[src/verilog/dtc_pkg.sv]
// constants for the dual timer/counter block
package dtc_pkg;
  // register indices; byte address on the bus is four times the index
  localparam logic [7:0] MODE_IDX = 8'h89;
  localparam logic [7:0] CTRL_IDX = 8'h90;
  localparam logic [7:0] T0_LOW_IDX = 8'h91;
  localparam logic [7:0] T0_HIGH_IDX = 8'h92;
  localparam logic [7:0] T1_LOW_IDX = 8'h93;
  localparam logic [7:0] T1_HIGH_IDX = 8'h94;
  localparam logic [7:0] TOGGLE_IDX = 8'h95;
  localparam logic [7:0] IRQ_STAT_IDX = 8'h96;
  localparam logic [7:0] IRQ_CLR_IDX = 8'h97;
  localparam logic [7:0] IRQ_EN_IDX = 8'h98;
  // timer_mode_control fields
  localparam int MODE0_LSB = 0;
  localparam int CT_BIT = 2;
  localparam int GATE_BIT = 3;
  localparam int MODE1_LSB = 4;
  localparam logic [5:0] MODE_RESET = 6'h00;
  // control register fields
  localparam int RUN0_BIT = 0;
  localparam int RUN1_BIT = 1;
  localparam int OVF0_BIT = 2;
  localparam int OVF1_BIT = 3;
  localparam logic [3:0] CTRL_RESET = 4'h0;
  // interrupt status bits
  localparam int EV_OVF0 = 0;
  localparam int EV_OVF1 = 1;
  localparam logic [1:0] IRQ_RESET = 2'h0;
  localparam logic [7:0] COUNT_RESET = 8'h00;
  // cpu clocks per machine cycle
  localparam int MC_CLOCKS = 6;
  // timer modes
  typedef enum logic [1:0] {DTC_M13, DTC_M16, DTC_MRELOAD, DTC_MSPLIT} dtc_mode_t;
endpackage

[src/verilog/dtc_top.sv]
// dual timer/counter with wishbone register slave
//
// How it works
// - timer counts once per six-clock machine cycle
// - counter samples pin each cycle, counts falls
// - count appears the machine cycle after detection
// - one fall takes two machine cycles to count
// - mode bit two picks timer or counter
// - gate bit needs irq-zero pin high to count
// - two-bit mode fields: bits 5:4, bits 1:0
// - modes 0-2 shared, mode 3 differs
// - timer 0 overflow may toggle count pin
// - mode 0: 13-bit count, flag on rollover
// - mode 1: full 16-bit count
// - mode 2: low byte reloads from high byte
// - mode 3: split high byte; timer 1 stops
`timescale 1ns/1ns
module dtc_top #(
  parameter int MC_CLOCKS = dtc_pkg::MC_CLOCKS
) (
  input wire logic CLK,
  input wire logic SYS_RST,
  input wire logic WB_CYC_I,
  input wire logic WB_STB_I,
  input wire logic WB_WE_I,
  input wire logic [9:0] WB_ADR_I,
  input wire logic [3:0] WB_SEL_I,
  input wire logic [31:0] WB_DAT_I,
  output logic [31:0] WB_DAT_O,
  output logic WB_ACK_O,
  input wire logic EXT_IRQ_ZERO_PIN,
  input wire logic EVENT_COUNT_PIN_I,
  output logic EVENT_COUNT_PIN_O,
  output logic EVENT_COUNT_PIN_OE_N,
  output logic IRQ
);

  if (MC_CLOCKS < 2 || MC_CLOCKS > 256) begin : g_bad_mc
    $error("MC_CLOCKS out of range");
  end

  // one step of a timer in the given mode: {overflow, high, low}
  function automatic logic [16:0] count_step(input logic [1:0] mode, input logic [7:0] hi, input logic [7:0] lo);
    logic [12:0] v13;
    logic [15:0] v16;
    v13 = 13'({hi, lo[4:0]} + 13'h0001);
    v16 = 16'({hi, lo} + 16'h0001);
    unique case (dtc_pkg::dtc_mode_t'(mode))
      dtc_pkg::DTC_M13: count_step = {({hi, lo[4:0]} == 13'h1FFF), v13[12:5], lo[7:5], v13[4:0]};
      dtc_pkg::DTC_M16: count_step = {(v16 == 16'h0000), v16};
      dtc_pkg::DTC_MRELOAD: count_step = (lo == 8'hFF) ? {1'b1, hi, hi} : {1'b0, hi, 8'(lo + 8'h01)};
      dtc_pkg::DTC_MSPLIT: count_step = {(lo == 8'hFF), hi, 8'(lo + 8'h01)};
    endcase
  endfunction

  ////////////////////////////////////////////////////////////////////////////
  // bus slave

  logic ack_q;
  logic bus_req;
  logic bus_wr;
  logic [7:0] idx;
  logic [7:0] wdat;
  logic [7:0] rdat;

  assign bus_req = WB_CYC_I & WB_STB_I;
  assign idx = WB_ADR_I[9:2];
  assign wdat = WB_DAT_I[7:0];
  // writes land on the edge where the master sees ack
  assign bus_wr = bus_req & WB_WE_I & ack_q & WB_SEL_I[0];
  assign WB_ACK_O = ack_q;

  always_ff @(posedge CLK) begin
    if (SYS_RST) begin
      ack_q <= 1'b0;
    end else begin
      ack_q <= bus_req & ~ack_q;
    end
  end

  ////////////////////////////////////////////////////////////////////////////
  // registers

  logic [5:0] mode_q;
  logic [3:0] ctrl_q;
  logic [7:0] tl0_q;
  logic [7:0] th0_q;
  logic [7:0] tl1_q;
  logic [7:0] th1_q;
  logic tog_en_q;
  logic tog_q;
  logic [1:0] stat_q;
  logic [1:0] en_q;
  logic [1:0] mode0;
  logic [1:0] mode1;

  assign mode0 = mode_q[dtc_pkg::MODE0_LSB +: 2];
  assign mode1 = mode_q[dtc_pkg::MODE1_LSB +: 2];

  always_comb begin
    rdat = 8'h00;
    unique case (idx)
      dtc_pkg::MODE_IDX: rdat = {2'b00, mode_q};
      dtc_pkg::CTRL_IDX: rdat = {4'h0, ctrl_q};
      dtc_pkg::T0_LOW_IDX: rdat = tl0_q;
      dtc_pkg::T0_HIGH_IDX: rdat = th0_q;
      dtc_pkg::T1_LOW_IDX: rdat = tl1_q;
      dtc_pkg::T1_HIGH_IDX: rdat = th1_q;
      dtc_pkg::TOGGLE_IDX: rdat = {7'h00, tog_en_q};
      dtc_pkg::IRQ_STAT_IDX: rdat = {6'h00, stat_q};
      dtc_pkg::IRQ_EN_IDX: rdat = {6'h00, en_q};
      default: rdat = 8'h00;
    endcase
  end

  always_ff @(posedge CLK) begin
    if (SYS_RST) begin
      WB_DAT_O <= 32'h00000000;
    end else if (bus_req & ~ack_q) begin
      WB_DAT_O <= {24'h000000, rdat};
    end
  end

  ////////////////////////////////////////////////////////////////////////////
  // machine cycle and pin sampling

  logic [7:0] pre_q;
  logic tick;
  logic samp_q;
  logic fall_q;

  assign tick = (pre_q == 8'(MC_CLOCKS - 1));

  always_ff @(posedge CLK) begin
    if (SYS_RST) begin
      pre_q <= 8'h00;
    end else begin
      pre_q <= tick ? 8'h00 : 8'(pre_q + 8'h01);
    end
  end

  // a fall is flagged at one sample and used at the next, hence two machine cycles
  always_ff @(posedge CLK) begin
    if (SYS_RST) begin
      samp_q <= 1'b0;
      fall_q <= 1'b0;
    end else if (tick) begin
      samp_q <= EVENT_COUNT_PIN_I;
      fall_q <= samp_q & ~EVENT_COUNT_PIN_I;
    end
  end

  ////////////////////////////////////////////////////////////////////////////
  // counting

  logic run0;
  logic run1;
  logic en0;
  logic inc0;
  logic inc_h;
  logic inc1;
  logic [16:0] nx0;
  logic [16:0] nx1;
  logic ev_ovf0;
  logic ev_ovf1;
  logic split0;

  assign run0 = ctrl_q[dtc_pkg::RUN0_BIT];
  assign run1 = ctrl_q[dtc_pkg::RUN1_BIT];
  assign split0 = (mode0 == 2'(dtc_pkg::DTC_MSPLIT));
  assign en0 = run0 & (~mode_q[dtc_pkg::GATE_BIT] | EXT_IRQ_ZERO_PIN);
  assign inc0 = en0 & tick & (mode_q[dtc_pkg::CT_BIT] ? fall_q : 1'b1);
  assign inc_h = split0 & tick & run1;
  assign inc1 = tick & run1 & (mode1 != 2'(dtc_pkg::DTC_MSPLIT));
  assign nx0 = count_step(mode0, th0_q, tl0_q);
  assign nx1 = count_step(mode1, th1_q, tl1_q);
  assign ev_ovf0 = inc0 & nx0[16];
  // in split mode the high byte of timer 0 owns the second flag
  assign ev_ovf1 = (inc_h & (th0_q == 8'hFF)) | (inc1 & nx1[16] & ~split0);

  always_ff @(posedge CLK) begin
    if (SYS_RST) begin
      tl0_q <= dtc_pkg::COUNT_RESET;
    end else if (bus_wr && idx == dtc_pkg::T0_LOW_IDX) begin
      tl0_q <= wdat;
    end else if (inc0) begin
      tl0_q <= nx0[7:0];
    end
  end

  always_ff @(posedge CLK) begin
    if (SYS_RST) begin
      th0_q <= dtc_pkg::COUNT_RESET;
    end else if (bus_wr && idx == dtc_pkg::T0_HIGH_IDX) begin
      th0_q <= wdat;
    end else if (inc_h) begin
      th0_q <= 8'(th0_q + 8'h01);
    end else if (inc0 && !split0) begin
      th0_q <= nx0[15:8];
    end
  end

  always_ff @(posedge CLK) begin
    if (SYS_RST) begin
      tl1_q <= dtc_pkg::COUNT_RESET;
      th1_q <= dtc_pkg::COUNT_RESET;
    end else begin
      if (bus_wr && idx == dtc_pkg::T1_LOW_IDX) begin
        tl1_q <= wdat;
      end else if (inc1) begin
        tl1_q <= nx1[7:0];
      end
      if (bus_wr && idx == dtc_pkg::T1_HIGH_IDX) begin
        th1_q <= wdat;
      end else if (inc1) begin
        th1_q <= nx1[15:8];
      end
    end
  end

  ////////////////////////////////////////////////////////////////////////////
  // mode, control, toggle and interrupt registers

  always_ff @(posedge CLK) begin
    if (SYS_RST) begin
      mode_q <= dtc_pkg::MODE_RESET;
    end else if (bus_wr && idx == dtc_pkg::MODE_IDX) begin
      mode_q <= wdat[5:0];
    end
  end

  // hardware set of an overflow flag wins over a software write
  always_ff @(posedge CLK) begin
    if (SYS_RST) begin
      ctrl_q <= dtc_pkg::CTRL_RESET;
    end else begin
      if (bus_wr && idx == dtc_pkg::CTRL_IDX) begin
        ctrl_q <= wdat[3:0];
      end
      if (ev_ovf0) begin
        ctrl_q[dtc_pkg::OVF0_BIT] <= 1'b1;
      end
      if (ev_ovf1) begin
        ctrl_q[dtc_pkg::OVF1_BIT] <= 1'b1;
      end
    end
  end

  // pin idles high while the toggle option is off
  always_ff @(posedge CLK) begin
    if (SYS_RST) begin
      tog_en_q <= 1'b0;
      tog_q <= 1'b1;
    end else begin
      if (bus_wr && idx == dtc_pkg::TOGGLE_IDX) begin
        tog_en_q <= wdat[0];
      end
      if (!tog_en_q) begin
        tog_q <= 1'b1;
      end else if (ev_ovf0) begin
        tog_q <= ~tog_q;
      end
    end
  end

  assign EVENT_COUNT_PIN_O = tog_q;
  assign EVENT_COUNT_PIN_OE_N = ~tog_en_q;

  always_ff @(posedge CLK) begin
    if (SYS_RST) begin
      stat_q <= dtc_pkg::IRQ_RESET;
      en_q <= dtc_pkg::IRQ_RESET;
    end else begin
      stat_q <= (stat_q & ~((bus_wr && idx == dtc_pkg::IRQ_CLR_IDX) ? wdat[1:0] : 2'b00)) | {ev_ovf1, ev_ovf0};
      if (bus_wr && idx == dtc_pkg::IRQ_EN_IDX) begin
        en_q <= wdat[1:0];
      end
    end
  end

  assign IRQ = |(stat_q & en_q);
endmodule // dtc_top

[config.mk]
export PLATFORM = sky130hd
export DESIGN_NAME = dtc_top
export DESIGN_NICKNAME = d
export VERILOG_FILES = /design/src/verilog/dtc_pkg.sv /design/src/verilog/dtc_top.sv
export SDC_FILE = /design/constraint.sdc
export NUM_CORES = 1
export LEC_CHECK = 0
export BUFFER_PORTS_ARGS = -buffer_cell sky130_fd_sc_hd__buf_2
export CAP_MARGIN = 20
export CORE_MARGIN = 3
export CORE_UTILIZATION = 40
export CTS_CLUSTER_DIAMETER = 40
export CTS_CLUSTER_SIZE = 10
export DETAILED_ROUTE_END_ITERATION = 10
export PLACE_DENSITY_LB_ADDON = 0.05
export SLEW_MARGIN = 5
export SYNTH_ARGS = -nofsm -noshare
export SYNTH_HDL_FRONTEND = slang
export SYNTH_SLANG_ARGS = --single-unit
[constraint.sdc]
create_clock -name CLK -period 2.8 [get_ports CLK]
set_input_delay 0.56 -clock CLK [delete_from_list [all_inputs] [get_ports CLK]]
set_output_delay 0.56 -clock CLK [all_outputs]
set_load 0.05 [all_outputs]
==> flow_metrics.tcl, run 1 <==
set metrics [dict create \
    outcome "finished clean" \
    syn_area_um2 5212 \
    nets 757 \
    dr.pass1.iters 8 \
    regArea_um2 1341 \
    gp_congestion 0.8977 \
    dpl.hpwl_um 12390 \
    cts_buffers 9 \
    cp-end-kind "flop" \
    power_mw 2.347 \
    insertion_delay_ps 340 \
    hold_path.class "reg -> reg" \
    grt_overflow 0 \
    timing.slew.headroom_pct 52.13 \
    synth-edff-count 0 \
    worst_pin_slew_ps 717.1 \
    grt_pass1_wl_um 26570 \
    powerDensity_nw_per_um2 410.8 \
    n_fill_cell 1301 \
    drt_iter0_drc 558 \
    io_pins 89 \
    num_rows 41 \
    finalMaxSlewViolations 0 \
    post-cts-setup-buffers 0 \
    yosys_warnings 0 \
    cp.required_ps 3010 \
    coreArea_um2 12670 \
    synth_cell_types 76 \
    placed_area_um2 5410 \
    async_flop_share_pct 0 \
    worst_clock_skew_ps 8.458 \
    vdd_drop_max_v 0.0002911 \
    port_buffers 35 \
    antenna_cells 0 \
    fin_cells 874 \
    synth.ff_latch_count 67 \
    maxCapViolations 0 \
    grt_max_degree 29 \
    syn_to_final_growth_pct 9.626 \
    htree_levels 3 \
    fin_crit_ps 2539 \
    layout-drive-gt1-share_pct 15.95 \
    synth_ff_type "dfxtp_1" \
    syn_avg_cell_area_um2 7.598 \
    clkTransAtPathRegs_ps 60 \
    clock.fmax_ghz 0.3938 \
    cp.arrival_ps 2740 \
    drt-total-wl_um 16630 \
    synthTopCellsByCount "nor2_1, dfxtp_1, nand2_1, a21oi_1, nand3_1" \
    synthTopCellsByArea "dfxtp_1, nor2_1, nand2_1, a21oi_1, buf_4" \
    drt-vias-per-instance 5.809 \
    die_x_um 120.2 \
    cts_resized 0 \
    fp.dieArea_um2 14440 \
    multiInputGateArea_um2 3465 \
    dp_cells 858 \
    cts_tree "yes" \
    layout_worst_path_cycle_share_pct 90.69 \
    cts_buffer_depth 2 \
    syn_inst 686 \
    cts_root_buf "clkbuf_16" \
    crit_type "reg -> reg" \
    fp.dieH_um 120.2 \
    synth_top_cell_by_area "dfxtp_1" \
    rsz0062_at_grt "false" \
    startpoint_type "flop" \
    wl_per_cell_um 19.02 \
    antenna_found_initial 0 \
    grtUsageTotal_pct 23.46 \
    clock-sinks 67 \
    leakage_nw 1.985 \
    grt_pass1_vias 4872 \
    start_util_pct 41.14 \
    setup_violations 0 \
    via_count 5077 \
    hold_viol 0 \
    yosysSeqAreaShare_pct 25.73 \
    drcViolationCount 0 \
    hold_buffers 0 \
    setup_tns_ps 0 \
    synth_top_area_share_pct 25.73 \
    fin_area_um2 5714 \
    synth.most_common_cell "nor2_1" \
    final_antenna_net_count 0 \
    path_max_fanout 7 \
]
-- sequential cells by signal (all words and copies together) (netlist names), 4 cells and up --
name,cells
tl0_q,8
pre_q,8
ctrl_q,4
WB_DAT_O,8
th1_q,8
mode_q,6
tl1_q,8
th0_q,8
-- final timing paths --
| kind | from | endpoint | slack, ps | cells past startpoint |
|---|---|---|---|---|
| worst min-delay path | samp_q | samp_q | 450 | 2 |
| worst max-delay path | tl0_q[1] | EVENT_COUNT_PIN_O | 260 | 8 |
| worst min register to register | samp_q | samp_q | 450 | 2 |
| worst max register to register | tl0_q[1] | EVENT_COUNT_PIN_O | 260 | 8 |
-- per-layer routing --
metal | global-route usage, % | vias to the layer above | part of all wire (%)
li1 | - | 2455 | -
met1 | 31.31 | 2414 | 45
met2 | 37.34 | 169 | 47
met3 | 3.157 | 39 | 4.7
met4 | 11.38 | 0 | 3.7
met5 | 0 | - | 0
-- area by class of cell --
class / instances / share of cell area (%)
multi-input cells: 550 / 60.63
clock buffers: 10 / 4.182
repair buffers: 58 / 6.087
clock inverters: 6 / 1.139
flip-flops and latches: 67 / 23.47
well taps: 172 / 3.766
inverters: 11 / 0.7226
-- metrics by stage --
step | hold slack, ps | util (%) | setup slack [ps]
6_report | 452.7 | 45.10 | 260.6
5_1_grt | 493.3 | 45.10 | 108.1
4_1_cts | 458.0 | 45.10 | 293.8
3_5_place_dp | 450.5 | 42.70 | 296.4
3_3_place_gp | 440.2 | 42.70 | 372.1
2_1_floorplan | 431.5 | - | 683.6
-- cell families (layout without fill, tap and decap cells) --
| family | after synthesis | after routing | synth area share [%] |
|---|---|---|---|
| xor+xnor | 34 | 34 | 5.713 |
| other cells | 1 | 24 | 0.07194 |
| flops | 67 | 67 | 25.73 |
| mux | 31 | 31 | 6.913 |
| simple gates | 290 | 290 | 29.19 |
| buf+inv | 92 | 85 | 9.457 |
| fa+ha+maj | 7 | 7 | 1.680 |
| compound gates | 164 | 164 | 21.24 |
-- critical path: stages (launching register included) --
cell     delay, ps
dfxtp_1        420
ha_1           310
nand4_2        190
nor2_2         290
and4_1         230
a31oi_1         50
nor4_1         370
a41oi_1        350
mux2i_1        190
-- report_power, final --
group / total [mW] / switching (mW) / internal, mW
logic: 0.219 / 0.178 / 0.0407
registers: 0.975 / 0.00929 / 0.966
clock network: 1.15 / 0.440 / 0.713
-- placed cells by master (no fill, tap or decap), types with 8 or more instances in the layout --
cell type,synthesis,routed
conb_1,1,24
nor2_1,80,80
a31oi_1,9,9
clkbuf_16,0,9
a211oi_1,19,19
mux2i_1,21,21
xnor2_1,17,17
o21ai_0,21,21
xor2_1,17,17
nor3_1,29,29
nand4_1,9,9
inv_1,11,11
a21oi_1,48,48
nor2b_1,8,8
nand2_1,67,67
nand3_1,35,35
o211ai_1,14,14
buf_2,16,35
dfxtp_1,67,67
and3_1,9,9
buf_4,28,23
Note: power is estimated with default switching activity, not from simulation.
==> inputs of run 2 (changes only) <==
--- a/config.mk
+++ b/config.mk
@@ -5,14 +5,14 @@
 export SDC_FILE = /design/constraint.sdc
 export NUM_CORES = 1
 export LEC_CHECK = 0
-export BUFFER_PORTS_ARGS = -buffer_cell sky130_fd_sc_hd__buf_2
+export BUFFER_PORTS_ARGS = -buffer_cell sky130_fd_sc_hd__clkbuf_2
 export CAP_MARGIN = 20
 export CORE_MARGIN = 3
 export CORE_UTILIZATION = 40
 export CTS_CLUSTER_DIAMETER = 40
 export CTS_CLUSTER_SIZE = 10
 export DETAILED_ROUTE_END_ITERATION = 10
-export PLACE_DENSITY_LB_ADDON = 0.05
+export PLACE_DENSITY = 0.57
 export SLEW_MARGIN = 5
 export SYNTH_ARGS = -nofsm -noshare
 export SYNTH_HDL_FRONTEND = slang
==> run 2 against run 1 <==
Against the previous run: combinational power barely moved; final area down 0.39%; register-to-register slack got worse by 20 ps; wire length fell by 3.3%; power up 1.2%; die area did not move; global-route usage shrank 0.93 points; fmax decreased by 0.87%; sequential power about the same; core utilization down 0.18 points; hold slack gained 3.9 ps; first-iteration DRC count down 11%; highest routed layer unchanged.
==> flow_metrics.tcl, run 2 (synthesis results as in run 1) <==
set metrics [dict create \
    outcome "finished clean" \
    fin_area_um2 5692 \
    power_mw 2.376 \
    drt-vias-per-instance 5.907 \
    num_rows 41 \
    die_x_um 120.2 \
    placed_area_um2 5378 \
    pwr-share-seq_pct 41.1 \
    cts_tree "yes" \
    cp-end-kind "flop" \
    cts_buffers 9 \
    cp.arrival_ps 2790 \
    worst_clock_skew_ps 4.577 \
    coreArea_um2 12670 \
    antenna_cells 0 \
    hold_buffers 0 \
    drcViolationCount 0 \
    rsz0062_at_grt "false" \
    cp.required_ps 3030 \
    hold_path.class "reg -> reg" \
    port_buffers 35 \
    swShare_pct 25.65 \
    drt-total-wl_um 16080 \
    htree_levels 3 \
    start_util_pct 41.14 \
    hold_viol 0 \
    drt_iter0_drc 496 \
    grt_max_degree 39 \
    intPower_mw 1.767 \
    antenna_found_initial 0 \
    grtUsageTotal_pct 22.53 \
    grt_overflow 0 \
    leakage_nw 1.967 \
    fp.dieArea_um2 14440 \
    p_sw_mw 0.6093 \
    power_frac_comb_pct 9.2 \
    post-cts-setup-buffers 0 \
    clkTransAtPathRegs_ps 60 \
    startpoint_type "flop" \
    clock-sinks 67 \
    grt_pass1_vias 4700 \
    cts_buffer_depth 2 \
    final_cell_mix "nor2_1, dfxtp_1, nand2_1, a21oi_1" \
    utilization_pct 44.92 \
    dpl.hpwl_um 11910 \
    vdd_drop_max_v 0.0003987 \
    fin_ws_ps 238.2 \
    via_count 5127 \
    fp.dieH_um 120.2 \
    path_max_fanout 6 \
    syn_to_final_growth_pct 9.193 \
    setup_violations 0 \
    layout-drive-gt1-share_pct 15.23 \
    insertion_delay_ps 330 \
    dr.pass1.iters 5 \
    dp_worst_setup_slack_ps 292.9 \
    final_common_cell "nor2_1" \
    setup_tns_ps 0 \
    clock.fmax_ghz 0.3904 \
    finalMaxSlewViolations 0 \
    maxCapViolations 0 \
    io_pins 89 \
    gp_congestion 0.9336 \
    crit_type "reg -> reg" \
    cts_root_buf "clkbuf_16" \
    wl_per_cell_um 18.53 \
    cts_resized 0 \
    powerDensity_nw_per_um2 417.4 \
    fin_crit_ps 2562 \
    final_antenna_net_count 0 \
    nets 751 \
    layout_worst_path_cycle_share_pct 91.49 \
    pwr-share-clk_pct 49.7 \
    timing.slew.headroom_pct 58.74 \
    worst_pin_slew_ps 618.1 \
    grt_pass1_wl_um 25900 \
]
[run 2: metrics by stage]
| step | instances | hold slack [ps] |
|---|---|---|
| 2_1_floorplan | 709 | 431.5 |
| 3_3_place_gp | 852 | 440.0 |
| 3_5_place_dp | 852 | 448.6 |
| 4_1_cts | 868 | 456.4 |
| 5_1_grt | 868 | 498.3 |
| 6_report | 868 | 456.6 |
[run 2: path summary, 6_finish.rpt]
path,from,to,slack (ps),cells past startpoint
max,tl1_q[1],th1_q[2],240,7
min,samp_q,samp_q,460,2
max reg2reg,tl1_q[1],th1_q[2],240,7
min reg2reg,samp_q,samp_q,460,2
[run 2: layout make-up]
cell class	count	area (um^2)
tap	172	215.2
timing repair buffer	52	315.3
clock buffer	12	266.5
sequential	67	1341
inverter	11	41.29
multi-input combinational	550	3465
clock inverter	4	47.55
fill	1301	6979
[run 2: worst max-delay path: stages (launching register included)]
cell	delay, ps
dfxtp_1	480
ha_1	340
nand4_1	170
or2_2	370
mux2i_1	440
nand4_1	190
xor2_1	180
a211oi_1	280
[run 2: metal layers]
layer  up-vias  share of wire [%]  global-route usage (%)
li1       2433                  -                       -
met1      2457                 46                   31.30
met2       215                 45                   35.05
met3        22                7.6                   5.231
met4         0                1.7                   6.156
met5         -                  0                       0
[run 2: power by group through the flow]
stage,Sequential [mW],Combinational [mW],Clock [mW]
2_1_floorplan,1.02,0.157,0
3_3_place_gp,0.996,0.216,0
3_5_place_dp,0.997,0.217,0
4_1_cts,0.976,0.218,1.21
5_1_grt,0.977,0.231,1.25
6_report,0.976,0.219,1.18
==> inputs of run 3 (changes only) <==
--- a/config.mk
+++ b/config.mk
@@ -5,6 +5,7 @@
 export SDC_FILE = /design/constraint.sdc
 export NUM_CORES = 1
 export LEC_CHECK = 0
+export ABC_AREA = 1
 export BUFFER_PORTS_ARGS = -buffer_cell sky130_fd_sc_hd__clkbuf_2
 export CAP_MARGIN = 20
 export CORE_MARGIN = 3
==> constraint.sdc (replaced) <==
create_clock -name CLK -period 2.7 [get_ports CLK]
set_input_delay 0.54 -clock CLK [delete_from_list [all_inputs] [get_ports CLK]]
set_output_delay 0.54 -clock CLK [all_outputs]
set_load 0.05 [all_outputs]
==> run 3 against run 2 <==
Against the previous run: worst setup slack improved by 320 ps; largest cell class unchanged; largest power group unchanged; sequential power rose by 2.3%; highest routed layer unchanged; non-clock buffer count fell by 13; power rose by 7.7%; final area rose by 1.1%.
==> flow_metrics.tcl, run 3 <==
set metrics [dict create \
    outcome "finished clean" \
    wl_per_cell_um 16.41 \
    crit_end "th1_q[3]" \
    cp.depth 9 \
    synth-edff-count 0 \
    clock.fmax_ghz 0.4666 \
    setup_tns_ps 0 \
    port_buffers 35 \
    cp-startpoint "pre_q[0]" \
    fp.dieArea_um2 14250 \
    intPower_mw 1.929 \
    synth_cell_types 49 \
    cp-end-kind "flop" \
    yosys_warnings 0 \
    synth_top_cell_by_area "dfxtp_1" \
    layout-drive-gt1-share_pct 11.36 \
    die_x_um 119.4 \
    gp_congestion 0.9351 \
    drcViolationCount 0 \
    hold_buffers 0 \
    final_common_cell "nand2_1" \
    startpoint_type "flop" \
    timing.slew.headroom_pct 61.41 \
    yosysSeqAreaShare_pct 26.08 \
    worst_path_most_repeated_cell "nor2_1" \
    syn_to_final_growth_pct 11.90 \
    crit_slowest_cell "nor2_1" \
    crit_path_max_incr_delay_ps 430 \
    power_frac_comb_pct 6.6 \
    reg2reg_depth 9 \
    start_util_pct 41.77 \
    htree_levels 3 \
    grt_max_degree 40 \
    clkTransAtPathRegs_ps 60 \
    io_pins 89 \
    dpl.hpwl_um 13550 \
    cp.arrival_ps 2360 \
    powerDensity_nw_per_um2 444.6 \
    drt_iter0_drc 528 \
    syn_avg_cell_area_um2 6.122 \
    clock-sinks 67 \
    setup_violations 0 \
    antenna_found_initial 0 \
    coreArea_um2 12310 \
    worst_clock_skew_ps 10.85 \
    crit_buf_inv 1 \
    leakage_nw 2.363 \
    path_max_fanout 7 \
    final_cell_mix "nand2_1, inv_1, nor2_1, dfxtp_1, nand3_1" \
    cts_buffers 9 \
    cts_buffer_depth 2 \
    syn_inst 840 \
    crit_chain "ha_1 > nand3_1 > nor2_2 > nand2_2 > nor2_1 > inv_1 > nor2_1 > o221a_2 > nor2_1" \
    hold_path.class "reg -> reg" \
    antenna_cells 0 \
    n_fill_cell 1361 \
    cp.required_ps 2920 \
    pwr-share-seq_pct 39.0 \
    finalMaxSlewViolations 0 \
    hold_viol 0 \
    drt-vias-per-instance 5.438 \
    syn_area_um2 5142 \
    r2r-end "th1_q[3]" \
    layout_worst_path_cycle_share_pct 79.38 \
    pwr-share-clk_pct 54.4 \
    num_rows 40 \
    drt-total-wl_um 17200 \
    fp.dieH_um 119.4 \
    cts_tree "yes" \
    synthTopCellsByArea "dfxtp_1, nand2_1, inv_1, nor2_1, nand3_1" \
    rsz0062_at_grt "false" \
    fin_crit_ps 2143 \
    reg2reg_from "pre_q[0]" \
    cts_root_buf "clkbuf_16" \
    synthTopCellsByCount "nand2_1, inv_1, nor2_1, dfxtp_1, nand3_1" \
    grt_pass1_wl_um 27520 \
    synth_top_area_share_pct 26.08 \
    dr.pass1.iters 5 \
    swShare_pct 24.59 \
    grt_overflow 0 \
    utilization_pct 46.74 \
    final_antenna_net_count 0 \
    async_flop_share_pct 0 \
    crit_type "reg -> reg" \
    p_sw_mw 0.6290 \
    insertion_delay_ps 340 \
    worst_pin_slew_ps 576.7 \
    grt_pass1_vias 5325 \
    synth.most_common_cell "nand2_1" \
    post-cts-setup-buffers 0 \
    nets 935 \
    cp_top_family "simple AND/OR/NAND/NOR gates" \
    via_count 5699 \
    synth.ff_latch_count 67 \
    r2r_slack_ps 560 \
    synth_ff_type "dfxtp_1" \
    maxCapViolations 0 \
    cts_resized 0 \
    vdd_drop_max_v 0.0002142 \
    grtUsageTotal_pct 24.19 \
]
-- run 3: cell types whose count changed in the layout (fill, tap and decap cells not counted), moves of 7 or more --
cell	change
nand2_1	+133
inv_1	+95
o21ai_0	+29
nor2_1	+24
nand3_1	+23
mux2i_1	-21
nor3_1	-19
xnor2_1	-16
a211oi_1	-15
nand2_2	+15
buf_4	-12
and3_1	-9
nor2b_1	-8
nand4_1	+7
-- run 3: cells by family after synthesis --
kind of cell	count (synthesis)	synth area share [%]
xor gates and xnor gates	12	2.044
adders and majority gates	7	1.703
buffers and inverters	154	13.14
DFF	67	26.08
AOI/OAI and AO/OA	165	19.20
other	1	0.07292
and+or+nand+nor	434	37.76
-- run 3: power groups by stage --
stage	sequential, mW	clock, mW	combinational (mW)
floorplan	1.02	0	0.141
global placement	1.02	0	0.166
detailed placement	1.02	0	0.168
CTS	0.998	1.41	0.168
global route	0.998	1.45	0.180
finish	0.998	1.39	0.169
-- run 3: worst register-to-register path, delay by kind of cell, from the launching register on --
| family | cells | cell delay, ps |
|---|---|---|
| buffers and inverters | 1 | 80 |
| adder cells (fa/ha/maj) | 1 | 160 |
| AO/OA/AOI/OAI | 1 | 300 |
| AND/OR/NAND/NOR | 6 | 1120 |
| flip-flops | 1 | 380 |
-- run 3: layout make-up --
type	instances	area (um^2)	area share (%)
inverters	116	436.7	7.589
flip-flops and latches	67	1341	23.31
well taps	168	210.2	3.653
clock buffers	9	225.2	3.914
multi-input cells	642	3212	55.82
repair buffers	39	205.2	3.566
clock inverters	7	123.9	2.153
-- run 3: layer usage --
layer  up-vias  wire (um)  track usage [%]
li1       2801          -                -
met1      2638       7293            31.28
met2       220       8220            41.08
met4         0        597            9.019
met5         -          0                0
met3        40       1092            3.086
-- run 3: worst min path at each step --
| stage | start | end | slack [ps] | cells past startpoint |
|---|---|---|---|---|
| after floorplan | pre_q[0] | pre_q[0] | 430 | 1 |
| after global placement | samp_q | fall_q | 450 | 2 |
| after detailed placement | pre_q[0] | pre_q[0] | 460 | 1 |
| after CTS | EVENT_COUNT_PIN_I | fall_q | 460 | 4 |
| after global routing | pre_q[0] | pre_q[0] | 490 | 1 |
| final | samp_q | fall_q | 460 | 2 |
-- run 3: through the flow --
| stage | worst slack (ps) | hold slack [ps] | area (um^2) | power, mW | std cells |
|---|---|---|---|---|---|
| 3_3_place_gp | 421.8 | 448.1 | 5405 | 1.185 | 1032 |
| 5_1_grt | 248.4 | 488.5 | 5754 | 2.633 | 1048 |
| 4_1_cts | 533.9 | 463.1 | 5754 | 2.576 | 1048 |
| 6_report | 556.8 | 464.3 | 5754 | 2.558 | 1048 |
| 2_1_floorplan | 859.8 | 433.7 | 5229 | 1.162 | 863 |
| 3_5_place_dp | 426.7 | 456.7 | 5405 | 1.188 | 1032 |
